## src/design/io_bus_pkg.sv

```systemverilog
// constants and carrier structs for the i/o bus master
// assumes one core clock, synchronous reset, all inputs synchronous
package io_bus_pkg;
   localparam int  WORD_W           = 32;
   localparam int  GUEST_N          = 8;
   localparam int  GID_W            = 3;
   localparam int  LEN_W            = 4;      // words 1..8
   localparam logic [3:0] MAX_WORDS = 4'h8;
   localparam logic [3:0] MIN_WORDS = 4'h1;
   localparam logic [3:0] FIXED_TWO = 4'h2;   // 8-byte fixed write
   localparam logic [1:0] GRANT_DLY = 2'h1;   // extra cycles the grant is held
   localparam logic [2:0] READ_REQ_CYC = 3'h3; // bus cycles per follow-on pended read request
   localparam logic [GUEST_N-1:0] GRANT_RST = 8'h00;

   typedef enum logic [1:0] {
      WR_FIXED_ONE      = 2'h0,
      WR_FIXED_TWO      = 2'h1,
      WR_VARIABLE       = 2'h2
   } write_kind_e;

   // direct i/o write command from the outbound queue
   typedef struct packed {
      write_kind_e        kind;
      logic               fast;          // fast timing for single word
      logic               double_beat;   // double_word_beat_mode when set
      logic [LEN_W-1:0]   words;
      logic [GID_W-1:0]   target;
      logic [WORD_W-1:0]  addr;
   } write_cmd_s;

   // pended read return from the return queue
   typedef struct packed {
      logic [LEN_W-1:0]   words;
      logic [GID_W-1:0]   target;
   } read_ret_s;

   typedef enum logic [5:0] {
      ST_IDLE  = 6'b000001,
      ST_ARB   = 6'b000010,
      ST_ADDR  = 6'b000100,
      ST_DATA  = 6'b001000,
      ST_TURN  = 6'b010000,
      ST_GUEST = 6'b100000
   } bus_state_e;
endpackage : io_bus_pkg

```

## src/design/io_bus_master.sv

```systemverilog
// i/o bus master: pended read returns, guest read grants, direct i/o writes
// assumes queues upstream present data with valid/ready, guests follow the bus protocol
// Operation
// - read returns win over all other traffic except higher_req
// - accept pended request right after return
// - follow-on grant needs early request, no higher
// - pended read request takes four cycles, three as a follow-on
// - fixed writes: one word or two words
// - variable writes carry one to eight words
// - beat mode single or double word
// - fast one-word write two cycles, else three
// - writes may follow back to back unlimited
// - fastest timing needs same target, fast ack
// - returns arbitrate like any master
module io_bus_master (
   input  wire logic                        core_clk,
   input  wire logic                        rst,
   input  wire io_bus_pkg::read_ret_s       ret_cmd,
   input  wire logic                        ret_valid,
   output logic                             ret_ready,
   input  wire io_bus_pkg::write_cmd_s      wr_cmd,
   input  wire logic                        wr_valid,
   output logic                             wr_ready,
   input  wire logic [io_bus_pkg::GUEST_N-1:0] guest_req,
   input  wire logic                        higher_req,
   input  wire logic                        write_ack_n,
   output logic [io_bus_pkg::GUEST_N-1:0]   guest_grant,
   output logic                             bus_addr_valid,
   output logic [io_bus_pkg::WORD_W-1:0]    bus_addr,
   output logic                             bus_data_valid,
   output logic                             bus_double_beat,
   output logic                             bus_last,
   output logic                             ret_active,
   output logic                             variable_length_write
);
   import io_bus_pkg::*;

   typedef struct packed {
      bus_state_e          st;
      logic                is_ret;
      logic                dbl;
      logic                wait_ack;
      logic [LEN_W-1:0]    beats;
      logic [GID_W-1:0]    target;
      logic [GUEST_N-1:0]  grant;
      logic [1:0]          gcnt;
      logic                follow;
      logic [GID_W-1:0]    fgid;
      logic                av;
      logic [WORD_W-1:0]   addr;
      logic                dv;
      logic                last;
      logic                vlw;
      logic                rr;
      logic                wr;
      logic                act;         // return tenure on the bus
   } state_s;

   state_s s_reg, s_next;

   // payload length forced into 1..8 words so the beat counter never wraps
   function automatic logic [LEN_W-1:0] clamp_words(input logic [LEN_W-1:0] n);
      clamp_words = (n == 4'h0) ? MIN_WORDS : ((n > MAX_WORDS) ? MAX_WORDS : n);
   endfunction

   // beats a write needs after its address cycle
   function automatic logic [LEN_W-1:0] beat_count(input write_cmd_s c);
      logic [LEN_W-1:0] w;
      w = clamp_words(c.words);
      unique case (c.kind)
         WR_FIXED_ONE: beat_count = c.fast ? 4'h1 : 4'h2;
         WR_FIXED_TWO: beat_count = 4'h2;
         default:      beat_count = c.double_beat ? ((w + 4'h1) >> 1) : w;
      endcase
   endfunction

   // lowest-numbered requesting guest
   function automatic logic [GID_W-1:0] first_req(input logic [GUEST_N-1:0] r);
      first_req = '0;
      for (int i = GUEST_N - 1; i >= 0; i--) begin
         if (r[i]) begin
            first_req = GID_W'(i);
         end
      end
   endfunction

   // next-state logic; one path per bus tenure
   always_comb begin
      s_next     = s_reg;
      s_next.av  = 1'b0;
      s_next.dv  = 1'b0;
      s_next.last = 1'b0;
      s_next.rr  = 1'b0;
      s_next.wr  = 1'b0;
      unique case (s_reg.st)
         ST_IDLE: begin
            // returns take the bus first, after arbitration like anyone else
            if (ret_valid && !higher_req) begin
               s_next.st     = ST_ADDR;
               s_next.is_ret = 1'b1;
               s_next.dbl    = 1'b0;
               s_next.beats  = clamp_words(ret_cmd.words);
               s_next.target = ret_cmd.target;
               s_next.addr   = '0;
               s_next.rr     = 1'b1;
            end else if (s_reg.follow && guest_req[s_reg.fgid] && !higher_req) begin
               s_next.st     = ST_GUEST;
               s_next.grant  = GUEST_N'(1) << s_reg.fgid;
               s_next.gcnt   = GRANT_DLY;
               s_next.follow = 1'b0;
            end else if (wr_valid && !higher_req) begin
               s_next.st     = ST_ADDR;
               s_next.is_ret = 1'b0;
               s_next.dbl    = (wr_cmd.kind == WR_VARIABLE) && wr_cmd.double_beat;
               s_next.beats  = beat_count(wr_cmd);
               s_next.wait_ack = (wr_cmd.target != s_reg.target);
               s_next.target = wr_cmd.target;
               s_next.addr   = wr_cmd.addr;
               s_next.vlw    = (wr_cmd.kind == WR_VARIABLE);
               s_next.wr     = 1'b1;
            end else if ((guest_req != '0) && !higher_req) begin
               s_next.st     = ST_ARB;                                        // internal grant delay
               s_next.fgid   = first_req(guest_req);
               s_next.follow = 1'b0;
            end
         end
         ST_ARB: begin
            s_next.st    = ST_GUEST;
            s_next.grant = GUEST_N'(1) << s_reg.fgid;
            s_next.gcnt  = GRANT_DLY;
         end
         ST_ADDR: begin
            s_next.st = ST_DATA;
            s_next.av = 1'b1;
         end
         ST_DATA: begin
            // change of target holds the first beat until the guest acks
            if (!s_reg.wait_ack || !write_ack_n) begin
               s_next.wait_ack = 1'b0;
               s_next.dv    = 1'b1;
               s_next.beats = s_reg.beats - 4'h1;
               if (s_reg.beats == 4'h1) begin
                  s_next.last = 1'b1;
                  s_next.st   = ST_IDLE;
                  s_next.vlw  = 1'b0;
                  // request raised before the final beat earns a follow-on grant
                  if (s_reg.is_ret) begin
                     s_next.follow = guest_req[s_reg.target];
                     s_next.fgid   = s_reg.target;
                  end
               end
            end
         end
         ST_GUEST: begin
            // guest owns the bus for its address cycle, then lets go
            if (s_reg.gcnt != 2'h0) begin
               s_next.gcnt = s_reg.gcnt - 2'h1;
            end else begin
               s_next.grant = GRANT_RST;
               s_next.st    = ST_TURN;
            end
         end
         ST_TURN: begin
            s_next.st = ST_IDLE;
         end
         default: begin
            s_next.st = ST_IDLE;
         end
      endcase
      // registered so the pin is flop-driven; guest tenures keep is_ret, so match states
      s_next.act = s_next.is_ret && ((s_next.st == ST_ADDR) || (s_next.st == ST_DATA));
   end

   // single state register; all outputs come from it
   always_ff @(posedge core_clk) begin
      if (rst) begin
         s_reg <= '{st: ST_IDLE, grant: GRANT_RST, default: '0};
      end else begin
         s_reg <= s_next;
      end
   end

   assign ret_ready             = s_reg.rr;
   assign wr_ready              = s_reg.wr;
   assign guest_grant           = s_reg.grant;
   assign bus_addr_valid        = s_reg.av;
   assign bus_addr              = s_reg.addr;
   assign bus_data_valid        = s_reg.dv;
   assign bus_double_beat       = s_reg.dbl;
   assign bus_last              = s_reg.last;
   assign ret_active            = s_reg.act;
   assign variable_length_write = s_reg.vlw;
endmodule // io_bus_master

```

## config.mk

```make
export PLATFORM = sky130hd
export DESIGN_NAME = io_bus_master
export DESIGN_NICKNAME = d
export VERILOG_FILES = /design/src/design/io_bus_pkg.sv /design/src/design/io_bus_master.sv
export SDC_FILE = /design/constraint.sdc
export NUM_CORES = 1
export LEC_CHECK = 0
export BUFFER_PORTS_ARGS = -buffer_cell sky130_fd_sc_hd__buf_2
export CAP_MARGIN = 20
export CORE_UTILIZATION = 39
export DETAILED_ROUTE_END_ITERATION = 10
export GPL_TIMING_DRIVEN = 0
export HOLD_SLACK_MARGIN = 0.03
export SYNTH_ARGS = -nofsm -noshare
export SYNTH_HDL_FRONTEND = slang
export SYNTH_SLANG_ARGS = --single-unit
```

## constraint.sdc

```tcl
create_clock -name core_clk -period 2.4 [get_ports core_clk]
set_input_delay 0.48 -clock core_clk [delete_from_list [all_inputs] [get_ports core_clk]]
set_output_delay 0.48 -clock core_clk [all_outputs]
set_load 0.005 [all_outputs]
```

After elaboration in Yosys (flattened, before gate mapping)
Index checks and enable logic that the tools add are counted.
{"block": "op_classes", "n_addsub": 3, "magnitude_cmp": 4, "n_eq_ne": 27, "n_shift": 1, "n_mux": 59, "bitwise": 3, "reduce_logical": 32}
{"op": "32-bit two-way mux", "count": 3}
{"op": "4-bit two-way mux", "count": 10}
{"op": "6-bit two-way mux", "count": 6}
{"op": "10-bit two-way mux", "count": 3}
{"op": "3-bit two-way mux", "count": 10}
{"op": "10-bit case mux with 3 select lines", "count": 1}
{"op": "6-bit case mux with 5 select lines", "count": 1}
{"op": "2-bit != test, second input constant", "count": 12}
{"op": "8-bit two-way mux", "count": 2}
{"op": "4-bit case mux with 2 select lines", "count": 2}
{"op": "14-bit two-way mux", "count": 1}
{"op": "6-bit by 3-bit equality test with 1-bit output, second input constant", "count": 2}
{"op": "6-bit by 4-bit equality test with 1-bit output, second input constant", "count": 2}
{"op": "3-bit != test, second input constant", "count": 4}
{"op": "4-bit AND reduction", "count": 3}
{"op": "1-bit two-way mux", "count": 10}
{"op": "5-bit case mux with 2 select lines", "count": 1}
{"op": "4-bit greater-than comparator, second input constant", "count": 2}
{"op": "4-bit zero test", "count": 2}
{"op": "3-bit by 4-bit less-than comparator with 1-bit output, second input constant", "count": 2}
{"op": "2-bit two-way mux", "count": 4}
{"op": "8-bit AND reduction", "count": 1}
{"op": "8-bit nonzero test", "count": 1}
{"op": "1-bit by 3-bit << shifter with 8-bit output, first input constant", "count": 1}
{"op": "other kinds (28)", "count": 43}
{"block": "totals", "ff_bits": 69, "in_bits": 64}

Depth between registers and ports, before layout
Gate-level depths: netlist (run 1).
{"block": "depth", "word_depth": 13, "ltp_mapped": 9, "mapped_depth_nobuf": 9}

Least setup slack after synthesis (run 1)
Ideal clock, no wire load.
{"block": "synth_timing", "path_kind": "input -> register", "from": "input write_ack_n", "to": "register s_reg[39] (netlist bit)", "arrival_time_ns": 2.019, "slack_ns": 0.251, "cell_stages": 6, "n_path_buf": 0, "path_cell_list": "and2_4 or4b_4 or4b_4 o31ai_4 o311a_1 nor3_2"}
{"block": "synth_between", "elab_chain_cells": 4}
{"item": "start: declaration", "line_no": "io_bus_master.sv:26", "source": "input wire logic write_ack_n,"}
{"item": "1-bit zero test", "line_no": "io_bus_master.sv:138", "source": "if (!s_reg.wait_ack || !write_ack_n) begin"}
{"item": "1-bit logical OR", "line_no": "io_bus_master.sv:138"}
{"item": "2-bit != test (no line)"}
{"item": "8-bit AND reduction (no line)"}
{"item": "end signal: assignment", "line_no": "io_bus_master.sv:179", "source": "s_reg <= s_next;"}
{"item": "end: declaration", "line_no": "io_bus_master.sv:59", "source": "state_s s_reg, s_next;"}
Every way passes these cells.
A chain may end at the register's enable or synchronous reset.

Worst setup path after layout (run 1)
{"block": "layout_timing", "from": "register s_reg[39] (netlist bit)", "to": "register s_reg (netlist bit bus_addr[7])"}
{"block": "layout_between", "elab_chain_cells": 6}
{"item": "1-bit binary-select mux with 3-bit select", "line_no": "io_bus_master.sv:106", "source": "end else if (s_reg.follow && guest_req[s_reg.fgid] && !higher_req) begin"}
{"item": "1-bit two-way mux (not written as such)", "line_no": "io_bus_master.sv:106"}
{"item": "1-bit logical AND (2 in a row)", "line_no": "io_bus_master.sv:106"}
{"item": "2-bit != test (no line)"}
{"item": "3-bit AND reduction (no line)"}
Every way passes these cells. The select of a mux whose other input is x is not followed.

==> results by group, run 1 <==
Floorplanning
  – Row count: 34
  – Die Area: 0.009383 mm2
  – Area of the core: 0.008721 mm2
  – Initial Util: 0.4024
  – Die W: 96.87 um
  – Ports: 112
  – Die Y-Extent: 96.87 um

Worst setup path
  – Critical path data required time: 2.70 ns
  – Crit Path Class: reg2reg
  – Crit path capture type: flip-flop
  – WP data arrival: 2.52 ns
  – Slowest-stage cell, CP: mux4_2
  – CP Max Fanout: 10
  – Crit path largest cell delay: 0.54 ns
  – Setup crit start kind: flip-flop
  – Worst-path cell chain: mux4_2, o22ai_2, nand3_1, nor3_2, buf_2, a22o_1

Clock tree
  – CTS tree: built
  – Clock Latency Late Sink: 0.36 ns
  – Post-CTS Setup Bufs: 0
  – H-tree depth: 3
  – Post-CTS resize count: 0
  – Clock sinks: 69
  – Clock Tree Root: clkbuf_8
  – Hold-fix buffers at CTS: 0
  – Total CTS buffers: 9
  – Worst-path clk slew: 0.08 ns
  – CTS max path bufs: 2

Finish
  – Commonest non-fill, non-tap cell in the layout: buf_2
  – Sequential cell area: 0.001381 mm2
  – Area of the multi-input gates: 0.001682 mm2
  – Share of cells above drive strength 1: 0.3968
  – Ant diodes: 0
  – Fin nets: 557
  – Number of flip-flops in the largest register: 32
  – Final core utilization: 0.5027
  – Number of fill cells in the layout: 877
  – Syn-to-layout area delta: 24.92%
  – Most frequent cells in the layout: 114 x buf_2, 69 x dfxtp_1, 42 x buf_4

Global routing
  – First-pass GRT wire length: 14.21 mm
  – Number of global-route vias before repair: 3056
  – Antenna violations before repair: 0
  – Total Routing Usage GR: 0.1875
  – Largest net degree at the start of global routing: 14
  – Grt total ovfl: 0

Drt
  – Avg Vias per Cell: 5.221
  – DRC violations left: 0
  – Routed Wire Length: 8.555 mm
  – Initial DRC Count: 139
  – Routed len/inst: 14.21 um
  – Post-DRT Antenna Nets: 0
  – Pre-antenna DRT Iters: 4
  – Vias: 3143

STA
  – Least-Margin Pin Slew: 0.6201 ns
  – Tcrit/Tclk final: 0.9258
  – RSZ-0062 raised after global routing: false
  – Setup TNS: 0 ns
  – Worst Clk Skew: 0.009120 ns
  – Final Slew Violations: 0
  – PnR worst setup slack: 0.1781 ns
  – F_max: 450.1 MHz
  – Final setup fails: 0
  – Final Hold Violating Endpoints: 0
  – Post-route minimum period: 2.222 ns
  – Max-slew headroom: 0.5866

Power
  – Pwr Density: 762.5 mW/mm2
  – Tot Pwr: 3.343 mW
  – P_leak: 1.991 nW
  – Peak supply drop: 343.5 uV

Placed design
  – Buffers on Ports: 108
  – Final HPWL DP: 6.496 mm
  – Pre-CTS setup slack: -0.05241 ns
  – Routability cong.: 0.8570

Synth
  – Mapped Cells: 370
  – Syn_nets: 438
  – Seq cells post-synth: 69
  – Yosys cell types: 61
  – Post-synth EDFFs: 0
  – Synthesized area per cell: 9.485 um2
  – Ys Warns: 0
  – Post-synthesis sequential area ratio: 0.3936
  – Area of the mapped netlist: 0.003510 mm2
  – Ys flop type: dfxtp_1
  – Async set-reset flop share out of synthesis: 0

Status
  – Status: complete, no violations

Hold path
  – HP Class: in2reg

Run
  – Max-cap violation count: 0
[critical path: cells and delay by family, from the launching register on]
| family | cells | cell delay [ns] |
|---|---|---|
| flops | 1 | 0.38 |
| buf+inv | 1 | 0.30 |
| mux | 1 | 0.54 |
| simple gates | 2 | 0.46 |
| compound gates | 2 | 0.49 |
[kinds of logic after synthesis]
| group | after synthesis | synth area share |
|---|---|---|
| buffers and inverters | 69 | 0.1273 |
| DFF | 69 | 0.3936 |
| and+or+nand+nor | 117 | 0.1911 |
| muxes | 16 | 0.05704 |
| xor gates and xnor gates | 4 | 0.009984 |
| AOI/OAI and AO/OA | 91 | 0.2068 |
| adders and majority gates | 4 | 0.01426 |
[final timing paths]
check / startpoint / to / slack, ns / cells past startpoint
max: s_reg[39] / bus_addr[7] / 0.18 / 6
min: wr_cmd[19] / bus_addr[19] / 0.33 / 2
max reg2reg: s_reg[39] / bus_addr[7] / 0.18 / 6
min reg2reg: guest_grant[7] / guest_grant[7] / 0.46 / 2
[cells in the mapped netlist, types with 7 or more instances]
library cell / n / area, um2
mux2i_1: 11 / 110.1
nand3b_1: 10 / 75.07
dfxtp_1: 69 / 1381
a21oi_1: 15 / 75.07
inv_1: 10 / 37.54
nor2_1: 21 / 78.83
o21ai_0: 7 / 35.03
a22o_1: 32 / 280.3
nand3_1: 10 / 50.05
buf_4: 42 / 315.3
nand2_1: 25 / 93.84
clkbuf_1: 7 / 26.28
nor3_1: 8 / 40.04
[metrics by stage]
stage          area (um2)  hold WS, ns  cells
2_1_floorplan        3510       0.4351    370
3_3_place_gp         4185       0.4447    586
3_5_place_dp         4185       0.4482    586
4_1_cts              4384       0.3222    602
5_1_grt              4384       0.3131    602
6_report             4384       0.3280    602
[where the power goes]
| group | internal (mW) | total (mW) | switching [mW] | leakage [nW] |
|---|---|---|---|---|
| clock network | 0.489 | 0.975 | 0.486 | 0.0935 |
| registers | 1.25 | 1.33 | 0.0816 | 0.559 |
| logic | 0.478 | 1.04 | 0.557 | 1.34 |
| total | 2.22 | 3.34 | 1.12 | 1.99 |
[layer usage]
metal / vias up / wire, um / GRT usage
li1: 1555 / - / -
met1: 1474 / 4124 / 0.2477
met2: 101 / 3803 / 0.2947
met3: 13 / 469 / 0.04335
met4: 0 / 157 / 0.07577
met5: - / 0 / 0
[layout make-up]
class / count / area share
Tap cell: 108 / 0.03082
Timing Repair Buffer: 108 / 0.1233
Buffer: 59 / 0.09332
Inverter: 10 / 0.008562
Sequential cell: 69 / 0.3151
Multi-Input combinational cell: 232 / 0.3836
Clock buffer: 10 / 0.02911
Clock inverter: 6 / 0.01627
Power figures use the tool's default switching activity.
==> inputs of run 2 (changes only) <==
--- a/config.mk
+++ b/config.mk
@@ -8,6 +8,7 @@
 export BUFFER_PORTS_ARGS = -buffer_cell sky130_fd_sc_hd__buf_2
 export CAP_MARGIN = 20
 export CORE_UTILIZATION = 39
+export CTS_BUF_LIST = sky130_fd_sc_hd__clkbuf_2 sky130_fd_sc_hd__clkbuf_4 sky130_fd_sc_hd__clkbuf_8
 export DETAILED_ROUTE_END_ITERATION = 10
 export GPL_TIMING_DRIVEN = 0
 export HOLD_SLACK_MARGIN = 0.03
==> results by group, run 2 (synthesized netlist as in run 1, its figures left out) <==
Power
  – Peak supply drop: 342.9 uV (-0.20%)
  – Psw: 1.125 mW (about the same)
  – Internal: 2.230 mW (+0.51%)
  – Logic pwr share: 0.308 (-0.002)
  – Seq pwr share: 0.398 (about the same)
  – Switching Fraction: 0.3353 (-0.001123)
  – P_leak: 1.995 nW (+0.17%)
  – Clock share of power: 0.294 (+0.002)
  – Pwr Density: 764.4 mW/mm2 (+0.26%)

Clock tree
  – H-tree depth: 3 (unchanged)
  – Clock sinks: 69 (unchanged)
  – Total CTS buffers: 9 (unchanged)
  – Hold-fix buffers at CTS: 0 (unchanged)
  – CTS max path bufs: 2 (unchanged)
  – Worst-path clk slew: 0.08 ns (about the same)
  – Post-CTS resize count: 0 (unchanged)
  – CTS tree: built
  – Clock Tree Root: clkbuf_8
  – Post-CTS Setup Bufs: 0 (unchanged)
  – Clock Latency Late Sink: 0.35 ns (about the same)

Worst setup path
  – Crit path capture type: flip-flop
  – WP data arrival: 2.51 ns (about the same)
  – Crit Path Class: reg2reg
  – Critical path data required time: 2.70 ns (about the same)
  – CP Max Fanout: 10 (unchanged)
  – Setup crit start kind: flip-flop

STA
  – Final Hold Violating Endpoints: 0 (unchanged)
  – F_max: 453.2 MHz (+0.69%)
  – Final Slew Violations: 0 (unchanged)
  – Setup TNS: 0 ns (unchanged)
  – Post-route minimum period: 2.207 ns (-0.01512 ns)
  – Max-slew headroom: 0.5916 (+0.005014)
  – RSZ-0062 raised after global routing: false
  – Final setup fails: 0 (unchanged)
  – Tcrit/Tclk final: 0.9195 (-0.006300)
  – Least-Margin Pin Slew: 0.6126 ns (-0.007520 ns)
  – Worst Clk Skew: 0.008629 ns (-0.0004904 ns)

Status
  – Status: complete, no violations

Finish
  – Fin nets: 557 (unchanged)
  – Number of fill cells in the layout: 878 (+0.11%)
  – Number of flip-flops in the largest register: 32 (unchanged)
  – Share of cells above drive strength 1: 0.3988 (+0.002024)
  – Final std cells w/o fill: 602 (unchanged)
  – Most frequent cells in the layout: 114 x buf_2, 69 x dfxtp_1, 42 x buf_4
  – Ant diodes: 0 (unchanged)
  – Commonest non-fill, non-tap cell in the layout: buf_2
  – Syn-to-layout area delta: 25.03% (about the same)

Drt
  – Routed Wire Length: 8.566 mm (+0.13%)
  – Avg Vias per Cell: 5.213 (-0.16%)
  – Initial DRC Count: 125 (-10%)
  – Pre-antenna DRT Iters: 4 (unchanged)
  – Routed len/inst: 14.23 um (+0.13%)
  – DRC violations left: 0 (unchanged)
  – Vias: 3138 (-0.16%)
  – Post-DRT Antenna Nets: 0 (unchanged)

Global routing
  – Gr busiest metal: met2
  – Grt total ovfl: 0 (unchanged)
  – Total Routing Usage GR: 0.1875 (unchanged)
  – First-pass GRT wire length: 14.23 mm (+0.19%)
  – Met1 Usage GRT: 0.2505 (+0.002712)
  – Met3 Track Usage GR: 0.04118 (-0.002168)
  – Number of global-route vias before repair: 3052 (-0.13%)
  – Largest net degree at the start of global routing: 14 (unchanged)
  – Antenna violations before repair: 0 (unchanged)
  – M2 GR Usage: 0.2931 (-0.001625)

Floorplanning
  – Row count: 34 (unchanged)
  – Initial Util: 0.4024 (unchanged)
  – Die W: 96.87 um (unchanged)
  – Area of the core: 0.008721 mm2 (unchanged)
  – Die Area: 0.009383 mm2 (unchanged)
  – Ports: 112 (unchanged)
  – Die Y-Extent: 96.87 um (unchanged)

Run
  – Max-cap violation count: 0 (unchanged)

Placed design
  – Placed Cells incl. Taps: 586 (unchanged)
  – Routability cong.: 0.8570 (unchanged)
  – Buffers on Ports: 108 (unchanged)
  – Final HPWL DP: 6.496 mm (unchanged)

Hold path
  – HP Class: in2reg
## run 2: cell counts in the layout (fill, tap and decap cells not counted)
Identical to the previous run, type by type.
## run 2: area by class of cell
type	count	area, um2	area share
tap	108	135.1	0.03080
multi-input combinational	232	1682	0.3832
inverter	10	37.54	0.008554
clock buffer	10	131.4	0.02994
clock inverter	6	71.32	0.01625
sequential	69	1381	0.3148
buffer	59	409.1	0.09324
timing repair buffer	108	540.5	0.1232
## run 2: worst paths after layout
kind                                     start              to  slack, ns  cells after the start
worst max-delay path                 s_reg[39]     bus_addr[7]       0.19                      6
worst min-delay path                wr_cmd[19]    bus_addr[19]       0.33                      2
worst max register to register       s_reg[39]     bus_addr[7]       0.19                      6
worst min register to register  guest_grant[7]  guest_grant[7]       0.46                      2
## run 2: critical path, cell delays in order, from the launching register on
cell and delay, ns:
dfxtp_1 0.38, mux4_2 0.54, o22ai_2 0.32, nand3_1 0.14
nor3_2 0.31, buf_2 0.30, a22o_1 0.16
## run 2: stage by stage
step           setup slack [ns]  hold WS [ns]  utilization  area (um2)  power [mW]
3_5_place_dp           -0.05241        0.4482       0.4799        4185       2.395
5_1_grt                 0.03778        0.3127       0.5032        4388       3.553
2_1_floorplan            0.2514        0.4351            -        3510       2.101
4_1_cts                  0.1548        0.3180       0.5032        4388       3.387
6_report                 0.1933        0.3284       0.5032        4388       3.354
3_3_place_gp           -0.01163        0.4447       0.4799        4185       2.377
## run 2: power by group through the flow
stage          registers, mW  clock network [mW]  logic [mW]
5_1_grt                 1.35                1.06        1.14
3_3_place_gp            1.35                   0        1.02
2_1_floorplan           1.34                   0       0.760
6_report                1.33               0.988        1.03
4_1_cts                 1.33                1.01        1.04
3_5_place_dp            1.36                   0        1.04
## run 2: routing by layer
metal | wire length, um | share of wire
met5 | 0 | 0
met4 | 166 | 0.019
met3 | 410 | 0.048
met2 | 3810 | 0.44
met1 | 4179 | 0.49
==> inputs of run 3 (changes only) <==
--- a/config.mk
+++ b/config.mk
@@ -6,12 +6,12 @@
 export NUM_CORES = 1
 export LEC_CHECK = 0
 export BUFFER_PORTS_ARGS = -buffer_cell sky130_fd_sc_hd__buf_2
-export CAP_MARGIN = 20
 export CORE_UTILIZATION = 39
-export CTS_BUF_LIST = sky130_fd_sc_hd__clkbuf_2 sky130_fd_sc_hd__clkbuf_4 sky130_fd_sc_hd__clkbuf_8
+export CTS_BUF_LIST = sky130_fd_sc_hd__clkbuf_16
 export DETAILED_ROUTE_END_ITERATION = 10
 export GPL_TIMING_DRIVEN = 0
 export HOLD_SLACK_MARGIN = 0.03
+export PLACE_DENSITY = 0.63
 export SYNTH_ARGS = -nofsm -noshare
 export SYNTH_HDL_FRONTEND = slang
 export SYNTH_SLANG_ARGS = --single-unit
==> results by group, run 3 (synthesized netlist as in run 1, its figures left out) <==
Finish
  – Syn-to-layout area delta: 27.27%
  – Sequential cell area: 0.001381 mm2 (unchanged)
  – Ant diodes: 0 (unchanged)
  – Commonest non-fill, non-tap cell in the layout: buf_2
  – Number of fill cells in the layout: 830 (-5.5%)
  – Final instance area: 0.004467 mm2 (+1.8%)
  – Fin nets: 557 (unchanged)
  – Share of cells above drive strength 1: 0.3988 (unchanged)
  – Number of flip-flops in the largest register: 32 (unchanged)
  – Most frequent cells in the layout: 114 x buf_2, 69 x dfxtp_1, 42 x buf_4
  – Final std cells w/o fill: 602 (unchanged)
  – Area of the multi-input gates: 0.001682 mm2 (unchanged)

Placed design
  – Placed Cells incl. Taps: 586 (unchanged)
  – Routability cong.: 0.8640 (+0.82%)
  – DP Area: 0.004185 mm2 (unchanged)
  – Final HPWL DP: 6.383 mm (-1.7%)
  – Buffers on Ports: 108 (unchanged)

STA
  – Tcrit/Tclk final: 0.9188 (about the same)
  – Setup TNS: 0 ns (unchanged)
  – Final setup fails: 0 (unchanged)
  – Final Slew Violations: 0 (unchanged)
  – Hold_ws: 0.3515 ns (+0.02312 ns)
  – F_max: 453.5 MHz (about the same)
  – Max-slew headroom: 0.5631 (-0.02854)
  – Worst Clk Skew: 0.008927 ns (+0.0002972 ns)
  – Least-Margin Pin Slew: 0.6554 ns (+0.04281 ns)
  – Post-route minimum period: 2.205 ns (-0.001511 ns)
  – RSZ-0062 raised after global routing: false
  – Final Hold Violating Endpoints: 0 (unchanged)

Clock tree
  – Total CTS buffers: 9 (unchanged)
  – Worst-path clk slew: 0.06 ns (-0.02 ns)
  – Clock Latency Late Sink: 0.33 ns (-0.02 ns)
  – Clock sinks: 69 (unchanged)
  – CTS max path bufs: 2 (unchanged)
  – H-tree depth: 3 (unchanged)
  – Hold-fix buffers at CTS: 0 (unchanged)
  – Post-CTS Setup Bufs: 0 (unchanged)
  – CTS tree: built
  – Post-CTS resize count: 0 (unchanged)
  – Clock Tree Root: clkbuf_16

Drt
  – Initial DRC Count: 125 (unchanged)
  – Post-DRT Antenna Nets: 0 (unchanged)
  – DRC violations left: 0 (unchanged)
  – Avg Vias per Cell: 5.203 (-0.19%)
  – Pre-antenna DRT Iters: 4 (unchanged)
  – Routed len/inst: 14.03 um (-1.4%)
  – Vias: 3132 (-0.19%)
  – Routed Wire Length: 8.449 mm (-1.4%)

Power
  – Pwr Density: 809.4 mW/mm2 (+5.9%)
  – P_leak: 2.034 nW (+2.0%)
  – Peak supply drop: 365.8 uV (+6.7%)

Worst setup path
  – Worst R2R Start: s_reg[39]
  – CP endpoint: bus_addr[16]
  – WP data arrival: 2.47 ns (-0.04 ns)
  – CP Max Fanout: 10 (unchanged)
  – Critical path data required time: 2.67 ns (-0.03 ns)
  – Crit. Startpoint: s_reg[39]
  – Worst reg2reg path endpoint: bus_addr[16]
  – Worst reg2reg setup slack: 0.19 ns (about the same)
  – Setup crit start kind: flip-flop
  – FF-to-FF path depth: 6 (unchanged)
  – Crit path capture type: flip-flop
  – Crit Path Class: reg2reg

Floorplanning
  – Initial Util: 0.4024 (unchanged)
  – Die Area: 0.009383 mm2 (unchanged)
  – Row count: 34 (unchanged)
  – Ports: 112 (unchanged)
  – Die W: 96.87 um (unchanged)
  – Die Y-Extent: 96.87 um (unchanged)
  – Area of the core: 0.008721 mm2 (unchanged)

Hold path
  – HP Class: in2reg

Global routing
  – Number of global-route vias before repair: 2913 (-4.6%)
  – Grt total ovfl: 0 (unchanged)
  – First-pass GRT wire length: 14.04 mm (-1.4%)
  – Largest net degree at the start of global routing: 15 (+1)
  – Antenna violations before repair: 0 (unchanged)
  – Total Routing Usage GR: 0.1852 (-0.002355)

Status
  – Status: complete, no violations

Run
  – Max-cap violation count: 0 (unchanged)
## run 3: worst min-delay path by stage
stage,to,depth (start not counted),startpoint,slack [ns]
final,bus_addr[27],2,wr_cmd[27],0.35
after global routing,bus_addr[5],2,wr_cmd[5],0.35
after CTS,bus_addr[27],2,wr_cmd[27],0.34
after detailed placement,guest_grant[0],2,guest_grant[0],0.45
after global placement,guest_grant[6],2,guest_grant[6],0.45
after floorplan,guest_grant[0],2,guest_grant[0],0.44
## run 3: metrics by stage
| stage | total power [mW] | util | setup slack, ns |
|---|---|---|---|
| 6_report | 3.615 | 0.5122 | 0.1948 |
| 4_1_cts | 3.641 | 0.5122 | 0.1742 |
| 3_5_place_dp | 2.388 | 0.4799 | -0.01543 |
| 2_1_floorplan | 2.101 | - | 0.2514 |
| 3_3_place_gp | 2.373 | 0.4799 | -0.02318 |
| 5_1_grt | 3.834 | 0.5122 | 0.03307 |
## run 3: layer usage
| metal | global-route usage | wire (um) | vias up |
|---|---|---|---|
| met5 | 0 | 0 | - |
| met4 | 0.09070 | 242 | 0 |
| met3 | 0.03685 | 430 | 25 |
| met2 | 0.2871 | 3726 | 110 |
| met1 | 0.2452 | 4050 | 1441 |
| li1 | - | - | 1556 |
## run 3: power by group
part | switching, mW | internal [mW]
sequential | 0.0832 | 1.25
combinational | 0.552 | 0.478
clock | 0.538 | 0.712
## run 3: area by class of cell
cell class                 instances  share of cell area
sequential                        69              0.3092
inverter                          10            0.008403
buffer                            59             0.09160
clock inverter                     7             0.01261
multi-input combinational        232              0.3765
tap                              108             0.03025
timing repair buffer             108              0.1210
clock buffer                       9             0.05042
## run 3: worst max-delay path, cell delays in order (launching register included)
cell,delay (ns)
dfxtp_1,0.37
mux4_2,0.54
o22ai_2,0.33
nand3_1,0.14
nor3_2,0.31
buf_2,0.29
a22o_1,0.16
